===== src/common/gpc_pkg.sv =====
// package: register map, field layout and constants of the gpio config block
package gpc_pkg;

  localparam int GPC_NPINS = 21;
  localparam int GPC_P1_BASE = 8;
  localparam int GPC_P2_BASE = 16;

  // ----------------------------------------------------------------
  // register offsets
  // ----------------------------------------------------------------
  localparam logic [7:0] GPC_ADDR_P0_FLAG = 8'h89;
  localparam logic [7:0] GPC_ADDR_P1_FLAG = 8'h8A;
  localparam logic [7:0] GPC_ADDR_P2_FLAG = 8'h8B;
  localparam logic [7:0] GPC_ADDR_P0_MODE = 8'h8F;
  localparam logic [7:0] GPC_ADDR_P1_MODE = 8'hF6;
  localparam logic [7:0] GPC_ADDR_P2_MODE = 8'hF7;
  localparam logic [7:0] GPC_ADDR_P0_DIR = 8'hFD;
  localparam logic [7:0] GPC_ADDR_P1_DIR = 8'hFE;
  localparam logic [7:0] GPC_ADDR_P2_DIR = 8'hFF;
  localparam logic [7:0] GPC_ADDR_EDGE_SEL = 8'h90;
  localparam logic [7:0] GPC_ADDR_IRQ_STAT = 8'h91;
  localparam logic [7:0] GPC_ADDR_IRQ_MASK = 8'h92;

  // ----------------------------------------------------------------
  // field positions
  // ----------------------------------------------------------------
  localparam int GPC_PRIO_LSB = 6;
  localparam int GPC_P2_UNUSED_BIT = 5;
  localparam int GPC_P1_MODE_LSB = 2;
  localparam int GPC_PORT2_PULL_POLARITY_BIT = 7;
  localparam int GPC_PORT1_PULL_POLARITY_BIT = 6;
  localparam int GPC_PORT0_PULL_POLARITY_BIT = 5;
  localparam int GPC_USB_RESUME_BIT = 7;
  localparam int GPC_IRQ_P0 = 0;
  localparam int GPC_IRQ_P1 = 1;
  localparam int GPC_IRQ_P2 = 2;
  localparam int GPC_IRQ_USB = 3;

  // ----------------------------------------------------------------
  // reset values and masks
  // ----------------------------------------------------------------
  localparam logic [7:0] GPC_RST_BYTE = 8'h00;
  localparam logic [7:0] GPC_P0_FLAG_MASK_USB = 8'hBF;
  localparam logic [7:0] GPC_P0_FLAG_MASK_STD = 8'hFF;
  localparam logic [2:0] GPC_SYNC_FILL = 3'h4;

  // ----------------------------------------------------------------
  // peripherals that compete for shared port 0 pins
  // ----------------------------------------------------------------
  typedef enum logic [3:0] {
    GPC_SER0 = 4'h1,
    GPC_SER1 = 4'h2,
    GPC_TMR1_CH01 = 4'h4,
    GPC_TMR1_CH2 = 4'h8
  } gpc_periph_e;

endpackage


===== src/common/gpc_pin_if.sv =====
// interface: pad levels in, synchronised levels and edge pulses out
`timescale 1ns/1ns
`default_nettype none
interface gpc_pin_if;
  import gpc_pkg::*;
  logic [GPC_NPINS-1:0] pad_in;
  logic [GPC_NPINS-1:0] level;
  logic [GPC_NPINS-1:0] rise;
  logic [GPC_NPINS-1:0] fall;
  modport sync (input pad_in, output level, rise, fall);
  modport core (output pad_in, input level, rise, fall);
endinterface
`default_nettype wire


===== src/hdl/gpc_edge_sync.sv =====
// three-stage pin synchroniser with rising and falling edge pulses
`timescale 1ns/1ns
`default_nettype none
module gpc_edge_sync
  import gpc_pkg::*;
(
  input wire logic clk_sys,
  input wire logic rstn,
  gpc_pin_if.sync pins
);

  typedef struct packed {
    logic [GPC_NPINS-1:0] s1;
    logic [GPC_NPINS-1:0] s2;
    logic [GPC_NPINS-1:0] s3;
    logic [GPC_NPINS-1:0] level;
    logic [GPC_NPINS-1:0] rise;
    logic [GPC_NPINS-1:0] fall;
    logic [2:0] fill;
  } gpc_sync_s;

  gpc_sync_s r;
  gpc_sync_s next_r;
  logic [GPC_NPINS-1:0] agree;

  // ----------------------------------------------------------------
  // a change counts once stages two and three agree
  // ----------------------------------------------------------------
  always_comb begin
    next_r = r;
    next_r.s1 = pins.pad_in;
    next_r.s2 = r.s1;
    next_r.s3 = r.s2;
    agree = ~(r.s2 ^ r.s3);
    next_r.level = (agree & r.s3) | (~agree & r.level);
    next_r.rise = '0;
    next_r.fall = '0;
    if (r.fill == GPC_SYNC_FILL) begin
      next_r.rise = agree & r.s3 & ~r.level;
      next_r.fall = agree & ~r.s3 & r.level;
    end else begin
      next_r.fill = r.fill + 3'h1;
    end
  end

  always_ff @(posedge clk_sys or negedge rstn) begin
    if (!rstn) begin
      r <= '0;
    end else begin
      r <= next_r;
    end
  end

  assign pins.level = r.level;
  assign pins.rise = r.rise;
  assign pins.fall = r.fall;

endmodule
`default_nettype wire


===== src/hdl/gpc_top.sv =====
// gpio port direction, input mode, priority and pending flag registers
//
// Operation
// - port 0 pins drive when direction bit is 1, input when 0; reset input
// - port 1 pins drive when direction bit is 1, input when 0; reset input
// - port 2 direction in bits 4:0, 1 output, resets to inputs
// - bits 7:6 of port 2 direction choose winner on shared port 0 pins
// - port 2 direction bit 5 unused, reads zero, resets zero
// - port 0 mode bit 0 pulls the input, 1 leaves it tristate
// - port 1 mode bits only for pins 7..2; bits 1:0 read zero
// - port 2 mode bits 4:0 choose pulled or tristate, reset zero
// - port 2 input register bit 7 picks pull-up or pull-down for port 2
// - bit 6 picks pull polarity for port 1, pins 1 and 0 excluded
// - bit 5 picks pull polarity for pulled port 0 pins
// - standard variant: eight port 0 pending flags, cleared by writing 0
// - usb variant: bit 7 resume flag, bit 6 unused, bits 5:0 pin flags
// - eight port 1 pending flags, cleared only by writing 0
// - port 2 pending flags in bits 4:0; bits 7:5 read zero
// - flag rises on rising edge if port select is 0, falling if 1
//
// Decided for this implementation: strobed register access.
`timescale 1ns/1ns
`default_nettype none
module gpc_top
  import gpc_pkg::*;
#(
  parameter bit USB_VARIANT = 1'b0
)
(
  input wire logic clk_sys,
  input wire logic rstn,
  input wire logic [7:0] reg_addr,
  input wire logic [7:0] reg_wdata,
  input wire logic reg_wr,
  input wire logic reg_rd,
  output logic [7:0] reg_rdata,
  input wire logic [7:0] p0_pad_in,
  output logic [7:0] p0_pad_out,
  output logic [7:0] p0_pad_oe_n,
  input wire logic [7:0] p0_dout,
  output logic [7:0] p0_pull_en,
  output logic [7:0] p0_pull_dn,
  output logic [7:0] p0_level,
  input wire logic [7:0] p1_pad_in,
  output logic [7:0] p1_pad_out,
  output logic [7:0] p1_pad_oe_n,
  input wire logic [7:0] p1_dout,
  output logic [7:0] p1_pull_en,
  output logic [7:0] p1_pull_dn,
  output logic [7:0] p1_level,
  input wire logic [4:0] p2_pad_in,
  output logic [4:0] p2_pad_out,
  output logic [4:0] p2_pad_oe_n,
  input wire logic [4:0] p2_dout,
  output logic [4:0] p2_pull_en,
  output logic [4:0] p2_pull_dn,
  output logic [4:0] p2_level,
  input wire logic usb_resume_evt,
  output gpc_periph_e prio_winner,
  output gpc_periph_e prio_loser,
  output logic irq
);

  typedef struct packed {
    logic [7:0] p0_dir;
    logic [7:0] p1_dir;
    logic [4:0] p2_dir;
    logic [1:0] prio;
    logic [7:0] p0_mode;
    logic [5:0] p1_mode;
    logic [4:0] p2_mode;
    logic port0_pull_polarity;
    logic port1_pull_polarity;
    logic port2_pull_polarity;
    logic [7:0] p0_flag;
    logic [7:0] p1_flag;
    logic [4:0] p2_flag;
    logic [2:0] edge_sel;
    logic [3:0] irq_stat;
    logic [3:0] irq_mask;
    logic [7:0] rdata;
    logic [GPC_NPINS-1:0] pad_q;
  } gpc_regs_s;

  gpc_regs_s r;
  gpc_regs_s next_r;
  gpc_pin_if pins ();

  logic [7:0] p0_set;
  logic [7:0] p1_set;
  logic [4:0] p2_set;
  logic [7:0] p0_pick;
  logic [7:0] p2_pick;
  logic [7:0] p2_flag_w;
  logic [7:0] p0_valid;
  logic [3:0] irq_evt;

  // ----------------------------------------------------------------
  // helpers
  // ----------------------------------------------------------------
  function automatic logic [7:0] edge_pick(
    input logic [7:0] rise,
    input logic [7:0] fall,
    input logic fall_sel
  );
    edge_pick = fall_sel ? fall : rise;
  endfunction

  // flag update: write 0 clears, write 1 keeps, a set wins
  function automatic logic [7:0] w0c(
    input logic [7:0] cur,
    input logic [7:0] wdata,
    input logic we,
    input logic [7:0] set
  );
    w0c = (we ? (cur & wdata) : cur) | set;
  endfunction

  // ----------------------------------------------------------------
  // pin synchroniser
  // ----------------------------------------------------------------
  assign pins.pad_in = {p2_pad_in, p1_pad_in, p0_pad_in};

  gpc_edge_sync u_sync (
    .clk_sys(clk_sys),
    .rstn(rstn),
    .pins(pins)
  );

  // ----------------------------------------------------------------
  // edge events into flags
  // ----------------------------------------------------------------
  assign p0_pick = edge_pick(pins.rise[7:0], pins.fall[7:0],
                             r.edge_sel[0]);
  assign p1_set = edge_pick(pins.rise[GPC_P1_BASE +: 8],
                            pins.fall[GPC_P1_BASE +: 8],
                            r.edge_sel[1]);
  assign p2_pick = edge_pick({3'h0, pins.rise[GPC_P2_BASE +: 5]},
                             {3'h0, pins.fall[GPC_P2_BASE +: 5]},
                             r.edge_sel[2]);
  assign p2_set = p2_pick[4:0];
  assign p0_set = USB_VARIANT ? {usb_resume_evt, 1'b0, p0_pick[5:0]}
                              : p0_pick;
  assign p0_valid = USB_VARIANT ? GPC_P0_FLAG_MASK_USB
                                : GPC_P0_FLAG_MASK_STD;

  assign irq_evt[GPC_IRQ_P0] = |(USB_VARIANT ? {2'h0, p0_set[5:0]}
                                             : p0_set);
  assign irq_evt[GPC_IRQ_P1] = |p1_set;
  assign irq_evt[GPC_IRQ_P2] = |p2_set;
  assign irq_evt[GPC_IRQ_USB] = USB_VARIANT & usb_resume_evt;

  // ----------------------------------------------------------------
  // register writes, reads and flag updates
  // ----------------------------------------------------------------
  always_comb begin
    next_r = r;
    next_r.pad_q = {p2_dout, p1_dout, p0_dout};
    next_r.rdata = 8'h00;
    if (reg_wr) begin
      case (reg_addr)
        GPC_ADDR_P0_DIR: begin
          next_r.p0_dir = reg_wdata;
        end
        GPC_ADDR_P1_DIR: begin
          next_r.p1_dir = reg_wdata;
        end
        GPC_ADDR_P2_DIR: begin
          next_r.p2_dir = reg_wdata[4:0];
          next_r.prio = reg_wdata[GPC_PRIO_LSB +: 2];
        end
        GPC_ADDR_P0_MODE: begin
          next_r.p0_mode = reg_wdata;
        end
        GPC_ADDR_P1_MODE: begin
          next_r.p1_mode = reg_wdata[7:GPC_P1_MODE_LSB];
        end
        GPC_ADDR_P2_MODE: begin
          next_r.p2_mode = reg_wdata[4:0];
          next_r.port2_pull_polarity = reg_wdata[GPC_PORT2_PULL_POLARITY_BIT];
          next_r.port1_pull_polarity = reg_wdata[GPC_PORT1_PULL_POLARITY_BIT];
          next_r.port0_pull_polarity = reg_wdata[GPC_PORT0_PULL_POLARITY_BIT];
        end
        GPC_ADDR_EDGE_SEL: begin
          next_r.edge_sel = reg_wdata[2:0];
        end
        GPC_ADDR_IRQ_MASK: begin
          next_r.irq_mask = reg_wdata[3:0];
        end
        default: begin
        end
      endcase
    end
    next_r.p0_flag = w0c(r.p0_flag, reg_wdata,
                         reg_wr && reg_addr == GPC_ADDR_P0_FLAG,
                         p0_set) & p0_valid;
    next_r.p1_flag = w0c(r.p1_flag, reg_wdata,
                         reg_wr && reg_addr == GPC_ADDR_P1_FLAG,
                         p1_set);
    p2_flag_w = w0c({3'h0, r.p2_flag}, reg_wdata,
                    reg_wr && reg_addr == GPC_ADDR_P2_FLAG,
                    {3'h0, p2_set});
    next_r.p2_flag = p2_flag_w[4:0];
    // status: write 1 clears, new event wins
    next_r.irq_stat = ((reg_wr && reg_addr == GPC_ADDR_IRQ_STAT) ?
                       (r.irq_stat & ~reg_wdata[3:0]) : r.irq_stat)
                      | irq_evt;
    if (reg_rd) begin
      case (reg_addr)
        GPC_ADDR_P0_DIR: next_r.rdata = r.p0_dir;
        GPC_ADDR_P1_DIR: next_r.rdata = r.p1_dir;
        GPC_ADDR_P2_DIR: next_r.rdata = {r.prio, 1'b0, r.p2_dir};
        GPC_ADDR_P0_MODE: next_r.rdata = r.p0_mode;
        GPC_ADDR_P1_MODE: next_r.rdata = {r.p1_mode, 2'h0};
        GPC_ADDR_P2_MODE: begin
          next_r.rdata = {r.port2_pull_polarity, r.port1_pull_polarity, r.port0_pull_polarity, r.p2_mode};
        end
        GPC_ADDR_P0_FLAG: next_r.rdata = r.p0_flag;
        GPC_ADDR_P1_FLAG: next_r.rdata = r.p1_flag;
        GPC_ADDR_P2_FLAG: next_r.rdata = {3'h0, r.p2_flag};
        GPC_ADDR_EDGE_SEL: next_r.rdata = {5'h00, r.edge_sel};
        GPC_ADDR_IRQ_STAT: next_r.rdata = {4'h0, r.irq_stat};
        GPC_ADDR_IRQ_MASK: next_r.rdata = {4'h0, r.irq_mask};
        default: next_r.rdata = 8'h00;
      endcase
    end
  end

  always_ff @(posedge clk_sys or negedge rstn) begin
    if (!rstn) begin
      r <= '0;
    end else begin
      r <= next_r;
    end
  end

  // ----------------------------------------------------------------
  // pad drive and pull control
  // ----------------------------------------------------------------
  assign p0_pad_out = r.pad_q[7:0];
  assign p1_pad_out = r.pad_q[GPC_P1_BASE +: 8];
  assign p2_pad_out = r.pad_q[GPC_P2_BASE +: 5];
  assign p0_pad_oe_n = ~r.p0_dir;
  assign p1_pad_oe_n = ~r.p1_dir;
  assign p2_pad_oe_n = ~r.p2_dir;
  assign p0_pull_en = ~r.p0_dir & ~r.p0_mode;
  assign p1_pull_en = {~r.p1_dir[7:2] & ~r.p1_mode, 2'h0};
  assign p2_pull_en = ~r.p2_dir & ~r.p2_mode;
  assign p0_pull_dn = p0_pull_en & {8{r.port0_pull_polarity}};
  assign p1_pull_dn = p1_pull_en & {8{r.port1_pull_polarity}};
  assign p2_pull_dn = p2_pull_en & {5{r.port2_pull_polarity}};
  assign p0_level = pins.level[7:0];
  assign p1_level = pins.level[GPC_P1_BASE +: 8];
  assign p2_level = pins.level[GPC_P2_BASE +: 5];
  assign reg_rdata = r.rdata;
  assign irq = |(r.irq_stat & r.irq_mask);

  // ----------------------------------------------------------------
  // shared pin priority
  // ----------------------------------------------------------------
  always_comb begin
    case (r.prio)
      2'b00: begin
        prio_winner = GPC_SER0;
        prio_loser = GPC_SER1;
      end
      2'b01: begin
        prio_winner = GPC_SER1;
        prio_loser = GPC_SER0;
      end
      2'b10: begin
        prio_winner = GPC_TMR1_CH01;
        prio_loser = GPC_SER1;
      end
      default: begin
        prio_winner = GPC_TMR1_CH2;
        prio_loser = GPC_SER0;
      end
    endcase
  end
endmodule
`default_nettype wire


===== config.mk =====
export PLATFORM = sky130hd
export DESIGN_NAME = gpc_top
export DESIGN_NICKNAME = d
export VERILOG_FILES = /design/src/common/gpc_pkg.sv /design/src/common/gpc_pin_if.sv /design/src/hdl/gpc_edge_sync.sv /design/src/hdl/gpc_top.sv
export SDC_FILE = /design/constraint.sdc
export NUM_CORES = 1
export LEC_CHECK = 0
export BUFFER_PORTS_ARGS = -buffer_cell sky130_fd_sc_hd__clkbuf_2
export CORE_UTILIZATION = 40
export CTS_BUF_LIST = sky130_fd_sc_hd__clkbuf_4
export CTS_CLUSTER_DIAMETER = 30
export DETAILED_ROUTE_END_ITERATION = 16
export SLEW_MARGIN = 25
export SYNTH_ARGS = -nofsm -noshare
export SYNTH_HDL_FRONTEND = slang
export SYNTH_SLANG_ARGS = --single-unit

===== constraint.sdc =====
create_clock -name clk_sys -period 1.4 [get_ports clk_sys]
set_input_delay 0.07 -clock clk_sys [delete_from_list [all_inputs] [get_ports clk_sys]]
set_output_delay 0.07 -clock clk_sys [all_outputs]
set_load 0.01 [all_outputs]

==> results of run 1 <==
[power by group through the flow]
stage	Sequential, mW	Combinational, mW	Clock [mW]
5_1_grt	7.51	2.17	7.57
3_3_place_gp	7.57	1.46	0
6_report	7.47	1.98	6.88
3_5_place_dp	7.59	1.48	0
4_1_cts	7.45	1.83	7.13
2_1_floorplan	7.48	0.877	0
[per-layer routing]
layer | up-vias | GRT usage
met5 | - | 0
met4 | 0 | 0.0879
met2 | 228 | 0.360
met3 | 61 | 0.0473
met1 | 3711 | 0.257
li1 | 3629 | -
[cells by family (layout without fill, tap and decap cells)]
| family | count (synthesis) | in the layout | synth area share |
|---|---|---|---|
| buffers and inverters | 151 | 571 | 0.0796 |
| adders and majority gates | 44 | 44 | 0.0551 |
| other | 1 | 11 | 0.000375 |
| muxes | 63 | 63 | 0.0709 |
| and+or+nand+nor | 241 | 241 | 0.130 |
| xor gates and xnor gates | 1 | 1 | 0.000876 |
| AOI/OAI and AO/OA | 119 | 119 | 0.0748 |
| DFF | 235 | 235 | 0.588 |
[cells in the mapped netlist, drive strengths merged (5+ instances only)]
cell type | n | share of area
inv | 67 | 0.025
nor2b | 9 | 0.0064
nor4 | 8 | 0.0050
and3b | 5 | 0.0045
buf | 62 | 0.046
a32oi | 5 | 0.0044
and3 | 29 | 0.018
ha | 44 | 0.055
mux2 | 39 | 0.047
nor3b | 24 | 0.019
nor3 | 10 | 0.0078
clkbuf | 22 | 0.0083
nor2 | 32 | 0.013
nand3 | 5 | 0.0025
o21ai | 67 | 0.034
dfrtp | 235 | 0.59
nand2 | 87 | 0.033
mux2i | 24 | 0.024
a31oi | 9 | 0.0056
and2 | 24 | 0.015
a22oi | 9 | 0.0068
[area by class of cell]
class,count,area (µm²),share of cell area
flip-flops and latches,235,5890,0.419
multi-input cells,474,3550,0.252
repair buffers,386,3010,0.214
clock buffers,99,743,0.0529
well taps,324,405,0.0288
inverters,67,269,0.0191
clock inverters,19,191,0.0136
diodes,5,12.5,0.000890
[worst max-delay path, cell delays in order, from the launching register on]
cell     delay, ns
dfrtp_1       0.43
nor2_2        0.15
and2_1        0.14
buf_2         0.13
[what timing repair did]
item	CTS	global route
pin swaps	22	19
setup endpoints to repair	54	72
hold buffers	69	0
endpoints found under the hold margin	362	0
gates resized for setup	54	116
setup buffers	50	23
[worst max-delay path by stage]
| stage | startpoint | endpoint | slack (ns) | cells past startpoint |
|---|---|---|---|---|
| final | r[92] | p1_pull_dn[2] | -0.16 | 3 |
| after global routing | r[100] | p0_pull_dn[2] | -0.23 | 4 |
| after CTS | r[100] | p0_pull_dn[2] | -0.23 | 4 |
| after detailed placement | reg_addr[2] | reg_rdata[1] | -0.42 | 6 |
| after global placement | reg_addr[2] | reg_rdata[1] | -0.45 | 6 |
| after floorplan | reg_addr[4] | r[78] | -0.22 | 5 |
[placed cells by master, fill, tap and decap left out, drive strengths merged, types with 2 or more instances in the layout]
master and instances:
and3b 5, nand3 5, dlygate4sd3 68, conb 6, nor2 32, o21ai 67, diode 5, dfrtp 235
bufinv 4, nand2 87, a21oi 4, nor4 8, a32o 2, nand2b 2, clkinv 13, nor3 10
mux2 39, a22oi 9, a222oi 2, inv 68, nor3b 24, buf 194, a32oi 5, a41oi 2
or4b 2, a31oi 9, a22o 3, nor2b 9, ha 44, a21boi 2, clkbuf 223, and2 24
mux2i 24, and3 29, a221o 2, a221oi 4
[registers in the layout, indices dropped and copies added (netlist names), named ones only]
signal / count
u_sync.pins.fall: 21
u_sync.pins.rise: 21
p0_pad_out: 8
p1_pad_out: 8
r: 77
u_sync.r: 24
u_sync.next_r: 42
reg_rdata: 8
p2_pad_out: 5
[stage by stage]
step	power (mW)	TNS (ns)	hold slack (ns)	util
2_1_floorplan	8.36	-3.46	-0.226	-
3_3_place_gp	9.03	-19.03	-0.0414	0.470
3_5_place_dp	9.07	-19.98	-0.0456	0.470
4_1_cts	16.4	-5.27	0.00308	0.558
5_1_grt	17.2	-6.38	0.0165	0.576
6_report	16.3	-3.50	0.0615	0.576
==> impl_metrics.csv, run 1 <==
group,metric,value,unit
outcome,status,"complete, but fails checks",
outcome,violations,"setup timing",
placement,io_buffers,177,
sta,fmax,0.639,GHz
power_and_ir_drop,comb_power_share,0.121,
critical_path,r2r_cells,4,
cts,root_buffer,"clkbuf_4",
drt,firstDrtPassIters,4,
sta,relSlewSlack,0.479,
power_and_ir_drop,p_leak,7.03,nW
die,die-area,0.0256,mm²
global_routing,antenna_found_initial,1,
sta,skew,0.0514,ns
global_routing,grt_pass1_vias,7925,
drt,wl,26900,µm
placement,dp_worst_setup_slack,-0.418,ns
die,initial_core_util,0.410,
placement,gp_congestion,0.879,
critical_path,required,1.33,ns
drt,vias,7629,
placement,dpl_cell_area,0.0115,mm²
die,std_cell_rows,57,
cts,clock-sinks,235,
drt,dr_wl_met2,13300,µm
power_and_ir_drop,p_int,12.2,mW
synth,synthFlopType,"dfrtp_1",
layout,syn2layout_area_growth,40.6,%
drt,detail_route.wl_per_cell,16.7,µm
placement,hpwl,18200,µm
cts,clk_latency,0.67,ns
sta,final_max_slew_viol_count,0,
hold_path,worstHoldStart,"p0_pad_in[4]",
sta,post-route-min-period,1.56,ns
critical_path,path_class,"flop to output port",
drt,met1_length,11500,µm
synth,ys_seq_area_frac,0.588,
critical_path,worst_ep_arrival_time,1.49,ns
die,core_region_area,0.0244,mm²
synth,netlist_area,0.0100,mm²
sta,worst_pin_slew,0.776,ns
cts,cts_tree,"yes",
layout,drive_above_1_share,0.427,
global_routing,grt_max_degree,61,
sta,grt_setup_unrepaired,"yes",
synth,ys_ff_latch,235,
layout,final_area,0.0141,mm²
sta,setup_ws,-0.164,ns
layout,layout.nets,1340,
hold_path,worstHoldPathCells,2,
drt,vias_per_cell,4.74,
critical_path,cp_max_fo,3,
power_and_ir_drop,pwr-share-seq,0.457,
critical_path,r2r_start,"r[29]",
drt,top_layer,"met4",
drt,wl_met3,1350,µm
sta,setup_viol,39,
sta,finalHoldViolCount,0,
power_and_ir_drop,p_switching,4.16,mW
layout,n_fill_cell,2116,
critical_path,regToRegSetupSlack,-0.04,ns
synth,ys_types,57,
synth,syn_area_per_cell,11.7,µm²
sta,min_period_over_period,1.12,
power_and_ir_drop,swShare,0.255,
cts,htree_levels,3,
die,die_x,160,µm
power_and_ir_drop,p_clk_frac,0.422,
power_and_ir_drop,p_per_area,1160,mW/mm²
power_and_ir_drop,vdd_ir_drop_max,0.748,mV
global_routing,grt-ovfl-total,0,
die,die_h,160,µm
global_routing,grt_pass1_wl,41900,µm
cts,clk_path_buf_depth,3,
cts,cts_buffers,69,
synth,async_reset_ff_frac,1.00,
drt,drc,0,
global_routing,grt_util_all_layers,0.211,
critical_path,crit-reg2reg-capture,"reg_rdata[0]",
die,io_pins,185,
hold_path,hp-class,"primary input to flop",
layout,final_cell_count_no_fill,1609,
placement,dp_cells,1346,
cts,clk_pin_slew_worst_paths,0.06,ns
drt,first_iter_violations,311,
synth,synth_edf_count,0,
critical_path,start_kind,"flop",
hold_path,whs_endpoint,"u_sync.next_r[91]",
drt,ant_nets,0,
synth,synthCells,855,
job,maxCapViolCount,0,
critical_path,cp-end-kind,"output port",
synth,ys.warnings.count,0,
Power figures use the tool's default switching activity.
==> run 2, diff against run 1 <==
--- a/config.mk
+++ b/config.mk
@@ -6,10 +6,14 @@
 export NUM_CORES = 1
 export LEC_CHECK = 0
 export BUFFER_PORTS_ARGS = -buffer_cell sky130_fd_sc_hd__clkbuf_2
-export CORE_UTILIZATION = 40
+export CELL_PAD_IN_SITES_DETAIL_PLACEMENT = 1
+export CELL_PAD_IN_SITES_GLOBAL_PLACEMENT = 2
+export CORE_UTILIZATION = 34
 export CTS_BUF_LIST = sky130_fd_sc_hd__clkbuf_4
 export CTS_CLUSTER_DIAMETER = 30
 export DETAILED_ROUTE_END_ITERATION = 16
+export HOLD_SLACK_MARGIN = 0.02
+export PLACE_DENSITY_LB_ADDON = 0.1
 export SLEW_MARGIN = 25
 export SYNTH_ARGS = -nofsm -noshare
 export SYNTH_HDL_FRONTEND = slang
==> run 2 against run 1 <==
Net effect:
- maximum frequency is 1.6% lower
- worst hold slack worse by 0.039 ns
- largest power group unchanged
- global-route usage is 1.1 points lower
- die area is 17% higher
- the flow still finishes with violations (setup timing)
- first-iteration DRC count is 11% higher
- highest routed layer is now met5
- power is 0.78% lower
- clock power is 5.1% lower
- routed wire length is 10% higher
==> impl_metrics.csv, run 2 (synthesis gave the netlist of run 1 again) <==
group,metric,value,unit
placement,io_buffers,177,
drt,vias,7949,
drt,drc,0,
outcome,violations,"setup timing",
critical_path,required,1.33,ns
placement,dp_cells,1409,
global_routing,grt_max_degree,52,
drt,first_iter_violations,345,
layout,layout.nets,1399,
layout,drive_above_1_share,0.442,
global_routing,antenna_found_initial,4,
layout,n_fill_cell,3138,
drt,ant_nets,0,
layout,final_cell_count_no_fill,1726,
drt,detail_route.wl_per_cell,17.2,µm
power_and_ir_drop,comb_power_share,0.136,
critical_path,cp-end-kind,"output port",
critical_path,cp_max_fo,3,
placement,hpwl,19700,µm
power_and_ir_drop,p_int,11.8,mW
placement,gp_congestion,0.847,
global_routing,grt_util_all_layers,0.200,
sta,setup_ws,-0.189,ns
sta,setup_viol,63,
die,io_pins,185,
hold_path,hp-class,"primary input to flop",
sta,min_period_over_period,1.13,
die,initial_core_util,0.347,
drt,firstDrtPassIters,4,
die,std_cell_rows,62,
critical_path,r2r_cells,6,
drt,vias_per_cell,4.61,
sta,fmax,0.629,GHz
critical_path,start_kind,"flop",
sta,finalHoldViolCount,0,
cts,root_buffer,"clkbuf_4",
sta,final_max_slew_viol_count,0,
sta,skew,0.0578,ns
power_and_ir_drop,p_switching,4.35,mW
layout,fin_util,0.512,
cts,clk_path_buf_depth,3,
die,die_h,173,µm
layout,mostFrequentLayoutCells,"dfrtp_1, buf_4, clkbuf_2, clkbuf_4, dlygate4sd3_1",
global_routing,grt-ovfl-total,0,
hold_path,worstHoldPathCells,4,
power_and_ir_drop,pwr-share-seq,0.461,
cts,cts_buffers,72,
sta,holdWs,0.0225,ns
critical_path,path_class,"flop to output port",
placement,dp_worst_setup_slack,-0.405,ns
layout,syn2layout_area_growth,47.4,%
job,maxCapViolCount,0,
power_and_ir_drop,p_per_area,1100,mW/mm²
power_and_ir_drop,vdd_ir_drop_max,0.647,mV
outcome,status,"complete, but fails checks",
layout,mostFrequentLayoutCell,"dfrtp_1",
cts,htree_levels,3,
global_routing,grt_pass1_wl,46800,µm
sta,post-route-min-period,1.59,ns
cts,clk_pin_slew_worst_paths,0.06,ns
power_and_ir_drop,p_clk_frac,0.403,
critical_path,worst_ep_arrival_time,1.52,ns
cts,clock-sinks,235,
layout,top_register,"r",
die,core_region_area,0.0288,mm²
die,die-area,0.0301,mm²
power_and_ir_drop,p_leak,7.29,nW
cts,cts_tree,"yes",
global_routing,grt_pass1_vias,8675,
cts,clk_latency,0.69,ns
sta,grt_setup_unrepaired,"yes",
layout,largest_reg_flops,77,
power_and_ir_drop,swShare,0.269,
drt,wl,29600,µm
die,die_x,173,µm
==> run 2: cell type report <==
cell class              instances  area, µm²  area share
well taps                     384        480      0.0326
clock inverters                20        123     0.00832
clock buffers                 101        758      0.0514
multi-input cells             474       3610       0.245
repair buffers                442       3590       0.243
diodes                          3       7.51    0.000509
flip-flops and latches        235       5890       0.400
inverters                      67        279      0.0189
==> run 2: stage by stage <==
| stage | total power [mW] | setup TNS, ns | cell area, µm² |
|---|---|---|---|
| 3_3_place_gp | 9.05 | -18.65 | 11500 |
| 6_report | 16.2 | -4.85 | 14700 |
| 3_5_place_dp | 9.08 | -19.68 | 11500 |
| 2_1_floorplan | 8.36 | -3.46 | 10100 |
| 4_1_cts | 16.2 | -11.18 | 14100 |
| 5_1_grt | 17.2 | -11.16 | 14700 |
==> run 2: path summary, 6_finish.rpt <==
path                                    from                   end  slack, ns
setup / recovery                       r[71]         p1_pull_dn[4]      -0.19
hold / removal                   reg_addr[0]          reg_rdata[0]       0.02
setup reg to reg                      r[101]          reg_rdata[3]      -0.06
hold reg to reg            u_sync.next_r[92]     u_sync.next_r[71]       0.34
max in group asynchronous               rstn  u_sync.pins.rise[16]       0.30
min in group asynchronous               rstn                 r[96]       0.41
==> run 2: power groups by stage <==
stage	logic (mW)	clock network (mW)	registers [mW]
finish	2.21	6.53	7.46
global route	2.43	7.23	7.51
CTS	1.95	6.83	7.47
detailed placement	1.48	0	7.60
global placement	1.46	0	7.59
floorplan	0.877	0	7.48
==> run 2: repair_timing <==
action / in CTS / in global routing
endpoints found under the setup margin: 65 / 95
pin swaps: 28 / 25
hold buffers: 99 / 0
cloned: 0 / 0
buffers inserted: 62 / 36
hold endpoints to repair: 362 / 0
gates resized for setup: 78 / 154
==> run 2: metal layers <==
layer  vias to the layer above  GRT usage  share of wire
li1                       3750          -              -
met1                      3924      0.247           0.43
met2                       210      0.340           0.51
met3                        63     0.0480          0.046
met4                         2     0.0756          0.021
met5                         -          0        0.00044
==> run 2: critical path: stages (launching register included) <==
cell and delay, ns:
dfrtp_1 0.42, nor2_4 0.16, and2_4 0.16, buf_6 0.09
